--- src/logic/e1_sa_pkg.sv ---
// Constants, register layout and carriers for the Sa bit data link control
package e1_sa_pkg;
    // Channel count and width of the channel field
    localparam int NUM_CH = 2;
    localparam int CH_W   = 1;

    // Register indices; byte address is four times the index
    localparam logic [13:0] CH_STRIDE   = 14'h0100;
    localparam logic [7:0]  IDX_DL_SRC  = 8'h09;
    localparam logic [7:0]  IDX_TSDL    = 8'h0a;
    localparam logic [7:0]  IDX_SASEL   = 8'h30;
    localparam logic [7:0]  IDX_SAVAL   = 8'h31;
    localparam logic [7:0]  IDX_STATUS  = 8'h32;

    // Field positions and values
    localparam int          SPARE_LSB   = 3;
    localparam int          SPARE_N     = 5;
    localparam logic [1:0]  DL_SRC_HDLC = 2'h1;

    // Values after reset
    localparam logic [7:0]  TSDL_RST    = 8'h00;
    localparam logic [1:0]  DL_SRC_RST  = 2'h0;
    localparam logic [4:0]  SASEL_RST   = 5'h00;
    localparam logic [4:0]  SAVAL_RST   = 5'h1f;

    // Per channel register contents
    typedef struct packed {
        logic [7:0] tx_signaling_datalink_select;
        logic [1:0] datalink_source_field;
        logic [4:0] spare_source_select;
        logic [4:0] spare_insert_value;
    } chan_regs_s;

    // Octet entering the insertion stage
    typedef struct packed {
        logic [CH_W-1:0] ch;
        logic            ts0_nonfas;
        logic [4:0]      dl_bits;
        logic [7:0]      octet;
    } in_word_s;

    // Octet leaving toward the line
    typedef struct packed {
        logic [CH_W-1:0] ch;
        logic [7:0]      octet;
    } out_word_s;

    // Spare positions that really carry data link bits
    function automatic logic [4:0] dl_active(input chan_regs_s r);
        logic [4:0] en;
        en = r.tx_signaling_datalink_select[SPARE_LSB +: SPARE_N];
        if (r.datalink_source_field == DL_SRC_HDLC) begin
            dl_active = en & ~r.spare_source_select;
        end else begin
            dl_active = 5'h00;
        end
    endfunction
endpackage

--- src/logic/e1_sa_datalink_ctrl.sv ---
// Transmit Sa bit data link control with APB registers
`timescale 1ns/100ps

// Function
// - Register bit 7 lets Sa8 (timeslot 0 bit 7) carry data link
// - Register bit 6 lets Sa7 (timeslot 0 bit 6) carry data link
// - Register bit 5 lets Sa6 (timeslot 0 bit 5) carry data link
// - Register bit 4 lets Sa5 (timeslot 0 bit 4) carry data link
// - Register bit 3 lets Sa4 (timeslot 0 bit 3) carry data link
// - All five enables are read/write and reset to zero
// - Disabled Sa bit from serial input is sent as one
// - Enabled Sa bit in every non-FAS frame is open to data link
// - Data link only when source is HDLC and bit select is serial
// - Each Sa bit comes from serial input or register per select bit
module e1_sa_datalink_ctrl
    import e1_sa_pkg::*;
(
    input  wire logic        pclk,
    input  wire logic        presetn,
    input  wire logic        psel,
    input  wire logic        penable,
    input  wire logic        pwrite,
    input  wire logic [15:0] paddr,
    input  wire logic [31:0] pwdata,
    output logic      [31:0] prdata,
    output logic             pready,
    output logic             pslverr,
    input  in_word_s         in_data,
    input  wire logic        in_valid,
    output logic             in_ready,
    output out_word_s        out_data,
    output logic             out_valid,
    input  wire logic        out_ready
);
    typedef struct packed {
        chan_regs_s [NUM_CH-1:0] regs;
        logic [31:0]             rdata;
        logic                    ready;
        logic                    err;
    } top_s;

    top_s               st;
    top_s               next_st;
    logic [7:0]         octet_ch [NUM_CH];
    out_word_s          ins_word;
    logic [13:0]        idx;
    logic [CH_W-1:0]    acc_ch;
    logic [7:0]         acc_off;
    logic               acc_hit;
    logic [7:0]         rd_byte;

    // Index decode: channel in the upper part, register in the low byte
    assign idx     = paddr[15:2];
    assign acc_ch  = idx[8 +: CH_W];
    assign acc_off = idx[7:0];

    // Register address valid check
    function automatic logic reg_known(input logic [7:0] off);
        reg_known = (off == IDX_DL_SRC) || (off == IDX_TSDL) ||
                    (off == IDX_SASEL) || (off == IDX_SAVAL) ||
                    (off == IDX_STATUS);
    endfunction

    assign acc_hit = (paddr[1:0] == 2'h0) &&
                     (idx[13:8] < 6'(NUM_CH)) && reg_known(acc_off);

    // One insertion stage per channel, each seeing only its own registers
    for (genvar c = 0; c < NUM_CH; c++) begin : g_ch
        sa_bit_insert u_ins (
            .regs  (st.regs[c]),
            .word  (in_data),
            .octet (octet_ch[c])
        );
    end

    // Pick the insertion result of the word's own channel
    always_comb begin
        ins_word.ch    = in_data.ch;
        ins_word.octet = octet_ch[in_data.ch];
    end

    // Stall-safe path toward the line
    word_pair_buffer u_buf (
        .pclk      (pclk),
        .presetn   (presetn),
        .in_data   (ins_word),
        .in_valid  (in_valid),
        .in_ready  (in_ready),
        .out_data  (out_data),
        .out_valid (out_valid),
        .out_ready (out_ready)
    );

    // Read data selection for the addressed channel
    always_comb begin
        chan_regs_s r;
        r       = st.regs[acc_ch];
        rd_byte = 8'h00;
        case (acc_off)
            IDX_TSDL:   rd_byte = r.tx_signaling_datalink_select;
            IDX_DL_SRC: rd_byte = {6'h00, r.datalink_source_field};
            IDX_SASEL:  rd_byte = {r.spare_source_select, 3'h0};
            IDX_SAVAL:  rd_byte = {r.spare_insert_value, 3'h0};
            IDX_STATUS: rd_byte = {dl_active(r), 3'h0};
            default:    rd_byte = 8'h00;
        endcase
    end

    // APB slave: answer one cycle after setup, write at the access edge
    always_comb begin
        next_st       = st;
        next_st.ready = 1'b0;
        if (psel && !penable && !st.ready) begin
            next_st.ready = 1'b1;
            next_st.err   = ~acc_hit;
            next_st.rdata = acc_hit ? {24'h0, rd_byte} : 32'h0;
        end
        if (psel && penable && st.ready) begin
            next_st.err = 1'b0;
            if (pwrite && acc_hit) begin
                case (acc_off)
                    IDX_TSDL: begin
                        // Bits 7..3 enable Sa8..Sa4 for data link
                        next_st.regs[acc_ch].tx_signaling_datalink_select =
                            pwdata[7:0];
                    end
                    IDX_DL_SRC: begin
                        next_st.regs[acc_ch].datalink_source_field =
                            pwdata[1:0];
                    end
                    IDX_SASEL: begin
                        next_st.regs[acc_ch].spare_source_select =
                            pwdata[7:3];
                    end
                    IDX_SAVAL: begin
                        next_st.regs[acc_ch].spare_insert_value =
                            pwdata[7:3];
                    end
                    default: begin
                        next_st.err = 1'b0;
                    end
                endcase
            end
        end
    end

    assign prdata  = st.rdata;
    assign pready  = st.ready;
    assign pslverr = st.err;

    // State register; enables come out of reset cleared
    always_ff @(posedge pclk or negedge presetn) begin
        if (!presetn) begin
            for (int c = 0; c < NUM_CH; c++) begin
                st.regs[c].tx_signaling_datalink_select <= TSDL_RST;
                st.regs[c].datalink_source_field        <= DL_SRC_RST;
                st.regs[c].spare_source_select          <= SASEL_RST;
                st.regs[c].spare_insert_value           <= SAVAL_RST;
            end
            st.rdata <= 32'h0;
            st.ready <= 1'b0;
            st.err   <= 1'b0;
        end else begin
            st <= next_st;
        end
    end
endmodule

--- src/logic/sa_bit_insert.sv ---
// Spare bit insertion for one channel's timeslot 0 octet
`timescale 1ns/100ps
module sa_bit_insert
    import e1_sa_pkg::*;
(
    input  chan_regs_s regs,
    input  in_word_s   word,
    output logic [7:0] octet
);
    logic [4:0] en;
    logic [4:0] act;

    assign en  = regs.tx_signaling_datalink_select[SPARE_LSB +: SPARE_N];
    assign act = dl_active(regs);

    // Choose each spare bit source, non-FAS timeslot 0 only
    always_comb begin
        octet = word.octet;
        if (word.ts0_nonfas) begin
            for (int k = 0; k < SPARE_N; k++) begin
                if (regs.spare_source_select[k]) begin
                    octet[SPARE_LSB+k] = regs.spare_insert_value[k];
                end else if (act[k]) begin
                    octet[SPARE_LSB+k] = word.dl_bits[k];
                end else if (!en[k]) begin
                    octet[SPARE_LSB+k] = 1'b1;
                end
            end
        end
    end
endmodule

--- src/logic/word_pair_buffer.sv ---
// Two-entry buffer with valid and ready on both sides
`timescale 1ns/100ps
module word_pair_buffer
    import e1_sa_pkg::*;
(
    input  wire logic      pclk,
    input  wire logic      presetn,
    input  out_word_s      in_data,
    input  wire logic      in_valid,
    output logic           in_ready,
    output out_word_s      out_data,
    output logic           out_valid,
    input  wire logic      out_ready
);
    typedef struct packed {
        out_word_s head;
        out_word_s tail;
        logic      head_v;
        logic      tail_v;
        logic      ready;
    } buf_s;

    buf_s st;
    buf_s next_st;
    logic push;
    logic pop;

    assign push      = in_valid & st.ready;
    assign pop       = out_ready & st.head_v;
    assign in_ready  = st.ready;
    assign out_data  = st.head;
    assign out_valid = st.head_v;

    // Head always holds the oldest word
    always_comb begin
        next_st = st;
        if (pop) begin
            next_st.head   = st.tail;
            next_st.head_v = st.tail_v;
            next_st.tail_v = 1'b0;
            if (push && st.tail_v) begin
                next_st.tail   = in_data;
                next_st.tail_v = 1'b1;
            end else if (push) begin
                next_st.head   = in_data;
                next_st.head_v = 1'b1;
            end
        end else if (push) begin
            if (st.head_v) begin
                next_st.tail   = in_data;
                next_st.tail_v = 1'b1;
            end else begin
                next_st.head   = in_data;
                next_st.head_v = 1'b1;
            end
        end
        next_st.ready = ~next_st.tail_v;
    end

    // State register
    always_ff @(posedge pclk or negedge presetn) begin
        if (!presetn) begin
            st <= '{head: '0, tail: '0, head_v: 1'b0, tail_v: 1'b0,
                    ready: 1'b1};
        end else begin
            st <= next_st;
        end
    end
endmodule

--- config.mk ---
export PLATFORM = sky130hd
export DESIGN_NAME = e1_sa_datalink_ctrl
export DESIGN_NICKNAME = d
export VERILOG_FILES = /design/src/logic/e1_sa_pkg.sv /design/src/logic/e1_sa_datalink_ctrl.sv /design/src/logic/sa_bit_insert.sv /design/src/logic/word_pair_buffer.sv
export SDC_FILE = /design/constraint.sdc
export NUM_CORES = 1
export LEC_CHECK = 0
export ABC_AREA = 1
export BUFFER_PORTS_ARGS = -buffer_cell sky130_fd_sc_hd__buf_4
export CAP_MARGIN = 20
export CELL_PAD_IN_SITES_DETAIL_PLACEMENT = 1
export CELL_PAD_IN_SITES_GLOBAL_PLACEMENT = 1
export CORE_ASPECT_RATIO = 1.2
export CORE_MARGIN = 2
export CORE_UTILIZATION = 38
export CTS_CLUSTER_DIAMETER = 50
export DETAILED_ROUTE_END_ITERATION = 16
export PLACE_DENSITY_LB_ADDON = 0.3
export SYNTH_ARGS = -nofsm -noshare
export SYNTH_HDL_FRONTEND = slang
export SYNTH_SLANG_ARGS = --single-unit
--- constraint.sdc ---
create_clock -name pclk -period 2.1 [get_ports pclk]
set_clock_uncertainty 0.2 [all_clocks]
set_input_delay 0.105 -clock pclk [delete_from_list [all_inputs] [get_ports pclk]]
set_output_delay 0.105 -clock pclk [all_outputs]
set_load 0.02 [all_outputs]
# --- After elaboration in Yosys (flattened, before gate mapping) ---
# Cells that the tools add are included.
word_totals:
  mem_count: 0
  regBits: 71
  latch_bits: 0
  wordCells: 134
  ramBits: 0
  input_bits: 70
  romBits: 0
op_classes:
  n_eq_ne: 10
  addsub: 0
  n_reduce_logical: 23
  magnitude_cmp: 4
  muxes: 68
  bitwise: 11
  n_div: 0
  mul: 0
  shift: 0
op_table:
  columns: ["cell", "n"]
  rows:
  - ["40-bit bitwise mux", 4]
  - ["40-bit one-hot mux with 4 select lines", 1]
  - ["20-bit two-way mux", 5]
  - ["20-bit demux with 1-bit select", 4]
  - ["9-bit two-way mux", 5]
  - ["8-bit one-hot mux with 5 select lines", 1]
  - ["1-bit two-way mux", 35]
  - ["8-bit two-way mux", 4]
  - ["5-bit two-way mux", 6]
  - ["8-bit by 6-bit == test with 1-bit output, second input constant", 3]
  - ["8-bit by 4-bit == test with 1-bit output, second input constant", 2]
  - ["5-bit AND", 3]
  - ["5-bit NOT", 3]
  - ["12-bit two-way mux", 1]
  - ["10-bit two-way mux", 1]
  - ["1-bit logical AND", 9]
  - ["2-bit by 1-bit == test with 1-bit output, second input constant", 3]
  - ["6-bit by 2-bit < comparator with 1-bit output, second input constant", 1]
  - ["3-bit AND reduction", 2]
  - ["2-bit nonzero test", 3]
  - ["1-bit logical OR", 4]
  - ["2-bit != test, second input constant", 2]
  - ["4-bit nonzero test", 1]
  - ["1-bit AND", 2]
  - ["other kinds (9)", 11]

# --- Logic depth before layout (Yosys ltp) ---
# Gate-level depths: netlist (run 1).
logic_depth:
  ltp_word: 13
  ltp_mapped: 10
  ltp_nobuf: 10

# --- Cells and area by module ---
# From an unflattened synthesis (run 1), not the netlist that was laid out.
hier_totals:
  hier_cells: 775
  area_unflattened_um2: 5248.8
modules_own_cells:
  columns: ["mod", "area_each_um2", "instances", "seq_area_each_um2", "cells_per_inst"]
  rows:
  - ["e1_sa_datalink_ctrl", 3525.9, 1, 1263.7, 497]
  - ["word_pair_buffer", 1237.4, 1, 526.8, 166]
  - ["sa_bit_insert", 242.7, 2, 0.0, 56]

# --- Least setup slack after synthesis (run 1) ---
# OpenSTA, ideal clock, no wires.
synth_timing:
  kind: "register to register"
  startpoint: "register u_buf.st (netlist bit u_buf.in_ready)"
  endpoint: "register u_buf.st (netlist bit u_buf.out_data[1])"
  arrival_ns: 1.435
  n_path_buf: 1
  stages_incl_launch_ff: 6
  setup_slack_ns: 0.388
  setup_ns: 0.078
  cell_sequence: "dfstp_2 nand2_1 o21ai_2 clkbuf_1 nor2_1 a21oi_1"
synth_between:
  elab_chain_cells: 4
  elab_cells_between_ends: 7
  classes_between: "mux (3); bitwise (1); reduce/logical (3)"
synth_lines:
  columns: ["item", "line", "rtl"]
  rows:
  - ["from (decl)", "word_pair_buffer.sv:23", "buf_s st;"]
  - ["from (signal assigned)", "word_pair_buffer.sv:63", "st <= '{head: '0, tail: '0, head_v: 1'b0, tail_v: 1'b0,"]
  - ["from (signal assigned)", "word_pair_buffer.sv:66", "st <= next_st;"]
  - ["1-bit AND *", "word_pair_buffer.sv:28", "assign push = in_valid & st.ready;"]
  - ["9-bit two-way mux or 1-bit logical AND (tied branches)", "word_pair_buffer.sv:44, word_pair_buffer.sv:41", null]
  - ["9-bit two-way mux", "word_pair_buffer.sv:41", "if (push && st.tail_v) begin"]
  - ["20-bit two-way mux", "word_pair_buffer.sv:37", "if (pop) begin"]
# Mark *: on every way between the ends. The rest lies on a longest branch, timed or not.
# A chain may end at the register's enable or synchronous reset.

# --- Final worst setup path (run 1) ---
layout_timing:
  startpoint: "input penable"
  endpoint: "register st (netlist bit prdata[3])"
layout_between:
  elab_chain_cells: 3
layout_lines:
  columns: ["item", "line", "rtl"]
  rows:
  - ["from (decl)", "e1_sa_datalink_ctrl.sv:21", "input wire logic penable,"]
  - ["1-bit zero test", "e1_sa_datalink_ctrl.sv:113", "if (psel && !penable && !st.ready) begin"]
  - ["1-bit logical AND (2 in series)", "e1_sa_datalink_ctrl.sv:113", null]
  - ["to (signal assigned)", "e1_sa_datalink_ctrl.sv:164", "st <= next_st;"]
  - ["to (decl)", "e1_sa_datalink_ctrl.sv:42", "top_s st;"]
# No other way between the ends.

==> reports/qor.txt, run 1 <==
Status: complete, but fails checks
Failing checks: negative hold slack
Crit share post-route: 0.967
Tmin final: 2.03 ns
Hold Path Cell Cnt: 4
Post-Synthesis Cells: 652
Sequential share of power: 0.390
Reported net switching power: 0.857 mW
Post-CTS Setup Inserts: 0
Die Y: 124 um
Most frequent cell after synthesis: nand2_1
Largest cells by area after synthesis: dfrtp_1 33%, nand2_1 13%, nand3_1 7.6%
Drt pass-1 iters: 4
Post-synthesis cell area: 4580 um^2
# DRC: 0
Hold WS: -0.0197 ns
Row cnt: 43
Max-cap violations: 0
Inserted Clock Buffers: 9
Core Region: 11700 um^2
Number of global-route vias before repair: 4816
Post-synthesis sequential area ratio: 0.391
I/O Pins: 115
Kind of critical path: input port to register
Yosys warnings: 0
Die X: 104 um
Clk Latency, worst-skew pair: 0.34 ns
ANT cells: 0
Finish-stage setup viols: 0
CTS sink count: 71
HP Class: input port to register
Global route overflow: 0
Area Growth Syn to Fin: 25.5%
Initial Utilization: 0.392
Vias: 4581
Crit-path max FO: 6
R2R Path End: prdata[3]$_DFFE_PN0P_
Async S/R FF share, synth: 1.00
Sw frac: 0.243
Critical R2R Launch: pready$_DFF_PN0_
IO buf count: 66
WP data required: 2.19 ns
GRT Total Usage: 0.233
Post-synth EDFFs: 0
Final nets: 810
CTS max path bufs: 2
First-pass GRT wire length: 24200 um
Critical Path Start Type: input port
Worst vdd ir: 0.000301 V
FF-to-FF path depth: 7
Hold Startpoint: paddr[2]
WP data arrival: 2.12 ns
Total internal power: 2.67 mW
Largest area contributor in the synthesized netlist: dfrtp_1
Vias/cell: 5.08
DRT Wirelength: 14700 um
Fin Setup TNS: 0 ns
Lkg Pwr: 2.98 nW
ANT nets after route: 0
Part of the power in combinational logic: 0.102
Clk root buf: clkbuf_16
Worst Max-Slew Pin Slew: 0.492 ns
Reg clk slew, reported paths: 0.06 ns
Mean Syn Cell Area: 7.03 um^2
Synth cell count leaders: 164 x nand2_1, 87 x inv_1, 70 x nand3_1
Clock power frac: 0.508
Final core utilization: 0.492
PD cells: 614 nW/um^2
Synth Flop Type: dfrtp_1
Initial antenna violation count: 0
Slew headroom: 0.669
DP HPWL: 10900 um
Hold Vio Cnt, Final: 7
GP Congestion: 0.855
# fillers: 1516
Reg-to-reg slack, setup: 0.10 ns
DR WL/cell: 16.3 um
Synthesis-stage register bit count: 71
CTS H-tree depth: 3
Worst setup EP type: register
Drt first-iter violations: 229
Die area: 13000 um^2
Largest net degree at the start of global routing: 41
F_max: 492 MHz
Top cell type's share of synthesized area: 0.328
Netlist cell types: 30
Slew Viols, Final: 0
Share of cells above drive strength 1: 0.197
TritonCTS clock tree: yes
-- worst max-delay path by stage --
stage                                        start                            end  slack, ns  cells past startpoint
after CTS                                  penable          prdata[2]$_DFFE_PN0P_       0.06                      9
after global routing                       penable          prdata[2]$_DFFE_PN0P_      -0.01                      9
final                                      penable          prdata[3]$_DFFE_PN0P_       0.07                      9
after floorplan           u_buf.in_ready$_DFF_PN1_  u_buf.out_data[1]$_DFFE_PN0P_       0.39                      5
after detailed placement  u_buf.in_ready$_DFF_PN1_  u_buf.out_data[0]$_DFFE_PN0P_       0.23                      7
after global placement    u_buf.in_ready$_DFF_PN1_  u_buf.out_data[1]$_DFFE_PN0P_       0.29                      7
-- critical path, cell delays in order --
cell	delay, ns
dlygate4sd3_1	0.54
buf_4	0.14
nor3_2	0.20
dlygate4sd3_1	0.58
buf_4	0.14
nand2_2	0.08
nor2_4	0.17
nand2_1	0.09
nand2_1	0.06
-- power groups by stage --
stage | logic, mW | clock network [mW] | registers, mW
after detailed placement | 0.320 | 0 | 1.40
after CTS | 0.359 | 1.81 | 1.38
final | 0.360 | 1.79 | 1.38
after floorplan | 0.190 | 0 | 1.40
after global placement | 0.309 | 0 | 1.40
after global routing | 0.395 | 1.87 | 1.38
-- per-layer routing --
metal  GRT usage  part of all wire  up-vias  wire length, um
li1            -                 -     2203                -
met3      0.0324             0.033       24              487
met5           0                 0        -                0
met2       0.425              0.52      103             7640
met4      0.0700             0.019        0              284
met1       0.283              0.43     2251             6250
-- cells in the final DEF, fill, tap and decap left out --
cell type,count
nand2_2,3
buf_4,79
nor2_2,5
nor3_1,5
buf_6,1
dlygate4sd3_1,25
nand2_4,1
a21oi_4,1
nand2_1,163
inv_2,4
o21ai_2,1
nand3b_1,4
bufinv_16,3
o21ai_0,52
nand3_4,3
a21oi_1,33
clkinvlp_4,3
conb_1,24
clkinv_4,1
dfrtp_1,60
clkbuf_16,9
nor3_4,1
nor2_4,6
o21ai_1,4
nor3_2,1
dfstp_2,11
buf_12,1
nand4_2,1
nand3_1,69
nor2_1,56
nand4_1,13
nand3_2,4
inv_1,87
o211ai_1,3
or2_2,8
-- layout make-up --
class / count / area [um^2] / share of cell area
Multi-Input combinational cell: 461 / 2200 / 0.382
Sequential cell: 71 / 1790 / 0.312
Timing Repair Buffer: 106 / 875 / 0.152
Inverter: 91 / 342 / 0.0594
Clock buffer: 9 / 225 / 0.0392
Tap cell: 157 / 196 / 0.0342
Clock inverter: 7 / 121 / 0.0211
-- stage by stage --
stage / cells / power [mW] / hold slack (ns) / area (um^2) / setup WS, ns
6_report: 902 / 3.53 / -0.0197 / 5750 / 0.0694
5_1_grt: 902 / 3.64 / 0.00537 / 5750 / -0.0149
4_1_cts: 902 / 3.55 / 0.00646 / 5730 / 0.0644
3_5_place_dp: 861 / 1.72 / -0.124 / 5130 / 0.230
3_3_place_gp: 861 / 1.71 / -0.127 / 5130 / 0.287
2_1_floorplan: 675 / 1.59 / -0.391 / 4670 / 0.388
-- kinds of logic after synthesis --
kind of cell    synth area share
compound gates             0.108
buf+inv                    0.152
flops                      0.391
other cells             0.000819
simple gates               0.349
-- timing repair --
action | in CTS | in global routing
hold buffers | 25 | 0
setup endpoints to repair | 0 | 12
endpoints found under the hold margin | 106 | 0
gates resized for setup | 0 | 5
Power figures use the tool's default switching activity.
==> run 2, diff against run 1 <==
CORE_UTILIZATION = 39   (was 38)
MAX_ROUTING_LAYER = met4   (was unset)
SYNTH_HIERARCHICAL = 1   (was unset)
==> reports/qor.txt, run 2 <==
Post-synthesis cell area: 5250 um^2 (+15%)
CP Capture Point: u_buf/out_data[6]$_DFFE_PN0P_
PD cells: 823 nW/um^2 (+34%)
Die area: 14400 um^2 (+11%)
Post-synth EDFFs: 0 (unchanged)
Crit path depth: 11 (+2)
Multi-input logic area: 2700 um^2 (+23%)
IO buf count: 66 (unchanged)
# DRC: 0 (unchanged)
Vias/cell: 5.05 (-0.50%)
Reg clk slew, reported paths: 0.06 ns (about the same)
Yosys warnings: 6 (+6)
Reg-to-reg slack, setup: 0.12 ns (+0.02 ns)
First-pass GRT wire length: 26700 um (+10%)
Global route overflow: 0 (unchanged)
Die X: 110 um (+5.4%)
Mean Syn Cell Area: 6.77 um^2 (-3.6%)
Post-synthesis sequential area ratio: 0.341 (-0.0498)
Kind of critical path: register to register
Final core utilization: 0.467 (-0.0250)
WP data arrival: 2.00 ns (-0.12 ns)
Post-Synthesis Cells: 775 (+19%)
Netlist cell types: 36 (+20%)
Row cnt: 46 (+7.0%)
Finish-stage setup viols: 0 (unchanged)
ANT nets after route: 0 (unchanged)
# fillers: 1760 (+16%)
Top cell type's share of synthesized area: 0.286 (-0.0417)
WP buf/inv: 1 (-3)
Largest area contributor in the synthesized netlist: dfrtp_1
Tmin final: 1.98 ns (-0.0477 ns)
Lkg Pwr: 3.26 nW (+9.2%)
RSZ-0062 raised after global routing: false
Fin Setup TNS: 0 ns (unchanged)
I/O Pins: 115 (unchanged)
Crit path cell chain: inv_1, nand2_2, nand2_1, nand3_1, nand2_1, nand2_1, mux2_2, nand3_1, nor2_1, nor2_1, a21oi_1
Worst Max-Slew Pin Slew: 0.595 ns (+0.103 ns)
Most frequent cell after synthesis: nand2_1
Commonest non-fill, non-tap cell in the layout: nand2_1
Hold Vio Cnt, Final: 0 (-7)
Status: finished clean
Share of cells above drive strength 1: 0.200 (+0.00245)
ANT cells: 0 (unchanged)
Power Total: 5.07 mW (+44%)
Critical Path Start Type: register
DRT Wirelength: 16200 um (+11%)
Worst vdd ir: 0.000513 V (+70%)
Async S/R FF share, synth: 1.00 (unchanged)
DR WL/cell: 16.1 um (-0.98%)
Worst setup EP type: register
Initial antenna violation count: 0 (unchanged)
GRT Total Usage: 0.247 (+0.0140)
Crit-path max FO: 6 (unchanged)
Synth Flop Type: dfrtp_1
Crit share post-route: 0.944 (-0.0227)
F_max: 504 MHz (+2.4%)
Drt first-iter violations: 258 (+13%)
Register area: 1790 um^2 (unchanged)
Clk root buf: clkbuf_16
Core Region: 13200 um^2 (+13%)
Max-cap violations: 0 (unchanged)
WP data required: 2.12 ns (-0.07 ns)
Clk Latency, worst-skew pair: 0.34 ns (about the same)
Area Growth Syn to Fin: 17.3%
Vias: 5099 (+11%)
Slew headroom: 0.604 (-0.0650)
Slowest cell delay on critical path: 0.42 ns (-0.16 ns)
Cell family with most CP delay: simple AND/OR/NAND/NOR gates
Drt pass-1 iters: 4 (unchanged)
Largest net degree at the start of global routing: 42 (+2.4%)
Slew Viols, Final: 0 (unchanged)
TritonCTS clock tree: yes
Number of global-route vias before repair: 5393 (+12%)
CTS sink count: 71 (unchanged)
Crit-path most repeated cell: nand2_1
CTS H-tree depth: 3 (unchanged)
Largest cells by area after synthesis: dfrtp_1 29%, nand2_1 15%, nor2_1 7.9%
Die Y: 131 um (+5.5%)
Synth cell count leaders: 215 x nand2_1, 111 x nor2_1, 75 x inv_1
Commonest cells after routing, fill and taps aside: 215 x nand2_1, 111 x nor2_1, 82 x buf_4
Slowest-stage cell, CP: dfrtp_1
CTS max path bufs: 2 (unchanged)
Synthesis-stage register bit count: 71 (unchanged)
Inserted Clock Buffers: 9 (unchanged)
Final nets: 906 (+12%)
FF-to-FF path depth: 11 (+4)
HP Class: input port to register
R2R Path End: u_buf/out_data[6]$_DFFE_PN0P_
Initial Utilization: 0.398 (+0.00589)
GP Congestion: 0.885 (+3.5%)
DP HPWL: 12500 um (+14%)
[run 2: cell count changes in the layout (fill, tap and decap cells not counted), sizes merged, moves of 3 or more]
cell | before | now
mux2i | 0 | 3
a21oi | 34 | 31
nor2 | 67 | 120
nand2 | 167 | 227
inv | 91 | 87
o211ai | 3 | 16
nor3 | 7 | 4
mux2 | 0 | 8
nand4 | 14 | 7
dlygate4sd3 | 25 | 14
o22ai | 0 | 7
o21ai | 57 | 42
nand3 | 76 | 71
[run 2: through the flow]
step / cells / hold slack [ns] / area (um^2) / setup slack, ns
2_1_floorplan: 798 / -0.391 / 5340 / 0.480
3_3_place_gp: 979 / -0.0635 / 5660 / 0.275
3_5_place_dp: 979 / -0.0565 / 5660 / 0.178
4_1_cts: 1009 / 0.00532 / 6160 / 0.0909
5_1_grt: 1009 / 0.0458 / 6160 / 0.0250
6_report: 1009 / 0.0111 / 6160 / 0.117
[run 2: worst min path at each step]
stage             start                            end  slack (ns)  cells past startpoint
6_report       in_valid    u_buf/out_valid$_DFFE_PN0P_        0.01                      3
5_1_grt        in_valid    u_buf/out_valid$_DFFE_PN0P_        0.05                      3
4_1_cts        in_valid    u_buf/out_valid$_DFFE_PN0P_       0.005                      3
3_5_place_dp    presetn  u_buf/out_data[8]$_DFFE_PN0P_       -0.06                      1
3_3_place_gp    presetn  u_buf/out_data[8]$_DFFE_PN0P_       -0.06                      1
2_1_floorplan   presetn     asynchronous set/reset pin       -0.39                      0
[run 2: final cells by class]
| cell class | instances | area share |
|---|---|---|
| multi-input cells | 569 | 0.438 |
| well taps | 168 | 0.0341 |
| clock buffers | 10 | 0.0372 |
| repair buffers | 96 | 0.123 |
| clock inverters | 6 | 0.0215 |
| flip-flops and latches | 71 | 0.291 |
| inverters | 89 | 0.0553 |
[run 2: repair_timing]
| item | 4_1_cts | 5_1_grt |
|---|---|---|
| endpoints found under the hold margin | 63 | 0 |
| buffers inserted | 0 | 0 |
| setup endpoints to repair | 0 | 1 |
| resized for setup | 0 | 1 |
| hold buffers | 14 | 0 |
[run 2: layer usage]
layer,global-route usage,routed length [um]
met4,0.0856,351
met3,0.0267,438
met1,0.267,6480
met5,-,0
met2,0.462,8970
[run 2: power by group]
part | internal (mW) | switching, mW
logic | 0.533 | 0.933
clock network | 1.28 | 0.628
registers | 1.58 | 0.118
total | 3.39 | 1.68
[run 2: cells by family (layout without fill, tap and decap cells)]
kind of cell,count (synthesis),count (layout),synth area share
AND/OR/NAND/NOR,438,438,0.369
buffers and inverters,158,201,0.161
AO/OA/AOI/OAI,96,96,0.105
flip-flops,71,71,0.341
multiplexers,11,11,0.0229
other,1,24,0.000714
[run 2: worst register-to-register path, delay by kind of cell (launching register included)]
family | cells | cell delay [ns]
flip-flops | 1 | 0.42
multiplexers | 1 | 0.29
AO/OA/AOI/OAI | 1 | 0.09
AND/OR/NAND/NOR | 8 | 0.69
buffers and inverters | 1 | 0.19
==> run 3, diff against run 2 <==
GPL_TIMING_DRIVEN = 0   (was unset)
PLACE_DENSITY_LB_ADDON = 0.25   (was 0.3)
SLEW_MARGIN = 15   (was unset)
==> reports/qor.txt, run 3 (synthesis results as in run 2) <==
I/O Pins: 115 (unchanged)
Slowest-stage cell, CP: dfrtp_1
Vias: 5413 (+6.2%)
Power Total: 4.82 mW (-4.9%)
HP Class: input port to register
Crit share post-route: 0.915 (-0.0295)
Status: finished clean
Row cnt: 46 (unchanged)
FF-to-FF path depth: 11 (unchanged)
TritonCTS clock tree: yes
First-pass GRT wire length: 28200 um (+5.6%)
DRT Wirelength: 17200 um (+6.0%)
Dpl ws: 0.142 ns (-0.0358 ns)
R2R Path End: u_buf/out_data[5]$_DFFE_PN0P_
# DRC: 0 (unchanged)
F_max: 521 MHz (+3.2%)
Max-cap violations: 0 (unchanged)
Reg-to-reg slack, setup: 0.18 ns (+0.06 ns)
Initial antenna violation count: 0 (unchanged)
Die area: 14400 um^2 (unchanged)
GRT Total Usage: 0.262 (+0.0151)
GP Congestion: 0.941 (+6.3%)
Lkg Pwr: 3.48 nW (+6.7%)
Core Region: 13200 um^2 (unchanged)
Drt first-iter violations: 313 (+21%)
Final nets: 957 (+5.6%)
Fin Setup TNS: 0 ns (unchanged)
Global route overflow: 0 (unchanged)
ANT nets after route: 0 (unchanged)
CTS sink count: 71 (unchanged)
Slew Viols, Final: 0 (unchanged)
WP data required: 2.13 ns (about the same)
Number of global-route vias before repair: 5601 (+3.9%)
Worst Max-Slew Pin Slew: 0.979 ns (+0.384 ns)
RSZ-0062 raised after global routing: false
DR WL/cell: 16.2 um (+0.88%)
Slew headroom: 0.348 (-0.256)
Kind of critical path: register to register
Die Y: 131 um (unchanged)
Final instance area: 6450 um^2 (+4.7%)
CP Capture Point: u_buf/out_data[5]$_DFFE_PN0P_
Setup ws final: 0.179 ns (+0.0620 ns)
Crit path cell chain: inv_1, nand2_2, nand2_1, nand3_1, nand2_1, nand2_1, mux2_2, nand3_1, nor2_1, nor2_1, a21oi_1
Slowest cell delay on critical path: 0.42 ns (about the same)
Placed cells: 1028 (+5.0%)
CTS max path bufs: 2 (unchanged)
Crit-path max FO: 6 (unchanged)
Placed cell area: 6010 um^2 (+6.3%)
Vias/cell: 5.11 (+1.1%)
WP data arrival: 1.95 ns (-0.05 ns)
Critical Path Start Type: register
Largest net degree at the start of global routing: 72 (+71%)
Commonest cells after routing, fill and taps aside: 215 x nand2_1, 114 x buf_4, 111 x nor2_1
Crit-path most repeated cell: nand2_1
ANT cells: 0 (unchanged)
CTS H-tree depth: 3 (unchanged)
Initial Utilization: 0.398 (unchanged)
PD cells: 748 nW/um^2 (-9.2%)
IO buf count: 62 (-6.1%)
Share of cells above drive strength 1: 0.240 (+0.0401)
DP HPWL: 13400 um (+7.0%)
Tmin final: 1.92 ns (-0.0620 ns)
Area Growth Syn to Fin: 22.9%
Commonest non-fill, non-tap cell in the layout: nand2_1
Hold Vio Cnt, Final: 0 (unchanged)
Worst vdd ir: 0.000489 V (-4.7%)
Inserted Clock Buffers: 9 (unchanged)
Clk Latency, worst-skew pair: 0.35 ns (about the same)
Die X: 110 um (unchanged)
Reg clk slew, reported paths: 0.06 ns (about the same)
Finish-stage setup viols: 0 (unchanged)
Final instance count without filler cells: 1060 (+5.1%)
Worst setup EP type: register
Drt pass-1 iters: 4 (unchanged)
Clk root buf: clkbuf_16
[run 3: cell types whose count changed in the layout (fill, tap and decap cells not counted), sizes merged]
cell         before  now
clkinv            3    4
dlygate4sd3      14   16
buf              82  129
bufinv            4    0
clkbuf           10   15
[run 3: what timing repair did]
| item | CTS | global route |
|---|---|---|
| gates resized for setup | 0 | 1 |
| hold endpoints to repair | 89 | 0 |
| setup endpoints to repair | 0 | 1 |
| setup buffers | 0 | 0 |
| hold buffers | 16 | 0 |
[run 3: through the flow]
stage,util,hold slack (ns)
after global placement,0.456,0.0911
after floorplan,-,-0.391
after global routing,0.489,0.0388
after detailed placement,0.456,0.107
final,0.489,0.0188
after CTS,0.489,0.0194
[run 3: how the worst min path moves through the flow]
stage / slack, ns / from / cells past startpoint / to
CTS: 0.02 / in_data[1] / 4 / u_buf/st[4]$_DFFE_PN0P_
finish: 0.02 / in_data[1] / 4 / u_buf/st[4]$_DFFE_PN0P_
detailed placement: 0.11 / penable / 2 / pready$_DFF_PN0_
global placement: 0.09 / penable / 2 / pready$_DFF_PN0_
global route: 0.04 / in_data[1] / 4 / u_buf/st[4]$_DFFE_PN0P_
floorplan: -0.39 / presetn / 0 / asynchronous set/reset pin
[run 3: layer usage]
metal,global-route usage,up-vias,wire length [um]
li1,-,2614,-
met1,0.286,2628,6790
met2,0.463,122,9080
met3,0.0331,49,533
met4,0.133,0,810
met5,-,-,0
[run 3: area by class of cell]
cell class | count | area, um^2
well taps | 168 | 210
flip-flops and latches | 71 | 1790
multi-input cells | 569 | 2700
repair buffers | 78 | 626
inverters | 89 | 340
clock inverters | 3 | 17.5
fillers | 1765 | 6730
clock buffers | 13 | 260
plain buffers | 69 | 504
[run 3: worst max-delay path, delay by kind of cell (launching register included)]
family	cells	cell delay [ns]
AND/OR/NAND/NOR	8	0.62
flip-flops	1	0.42
AO/OA/AOI/OAI	1	0.07
multiplexers	1	0.29
buffers and inverters	1	0.19
[run 3: report_power, final]
part / leakage [nW] / total (mW) / switching [mW] / internal, mW
sequential: 0.889 / 1.70 / 0.127 / 1.58
combinational: 2.45 / 1.64 / 0.946 / 0.693
clock: 0.136 / 1.48 / 0.617 / 0.862
total: 3.48 / 4.82 / 1.69 / 3.13
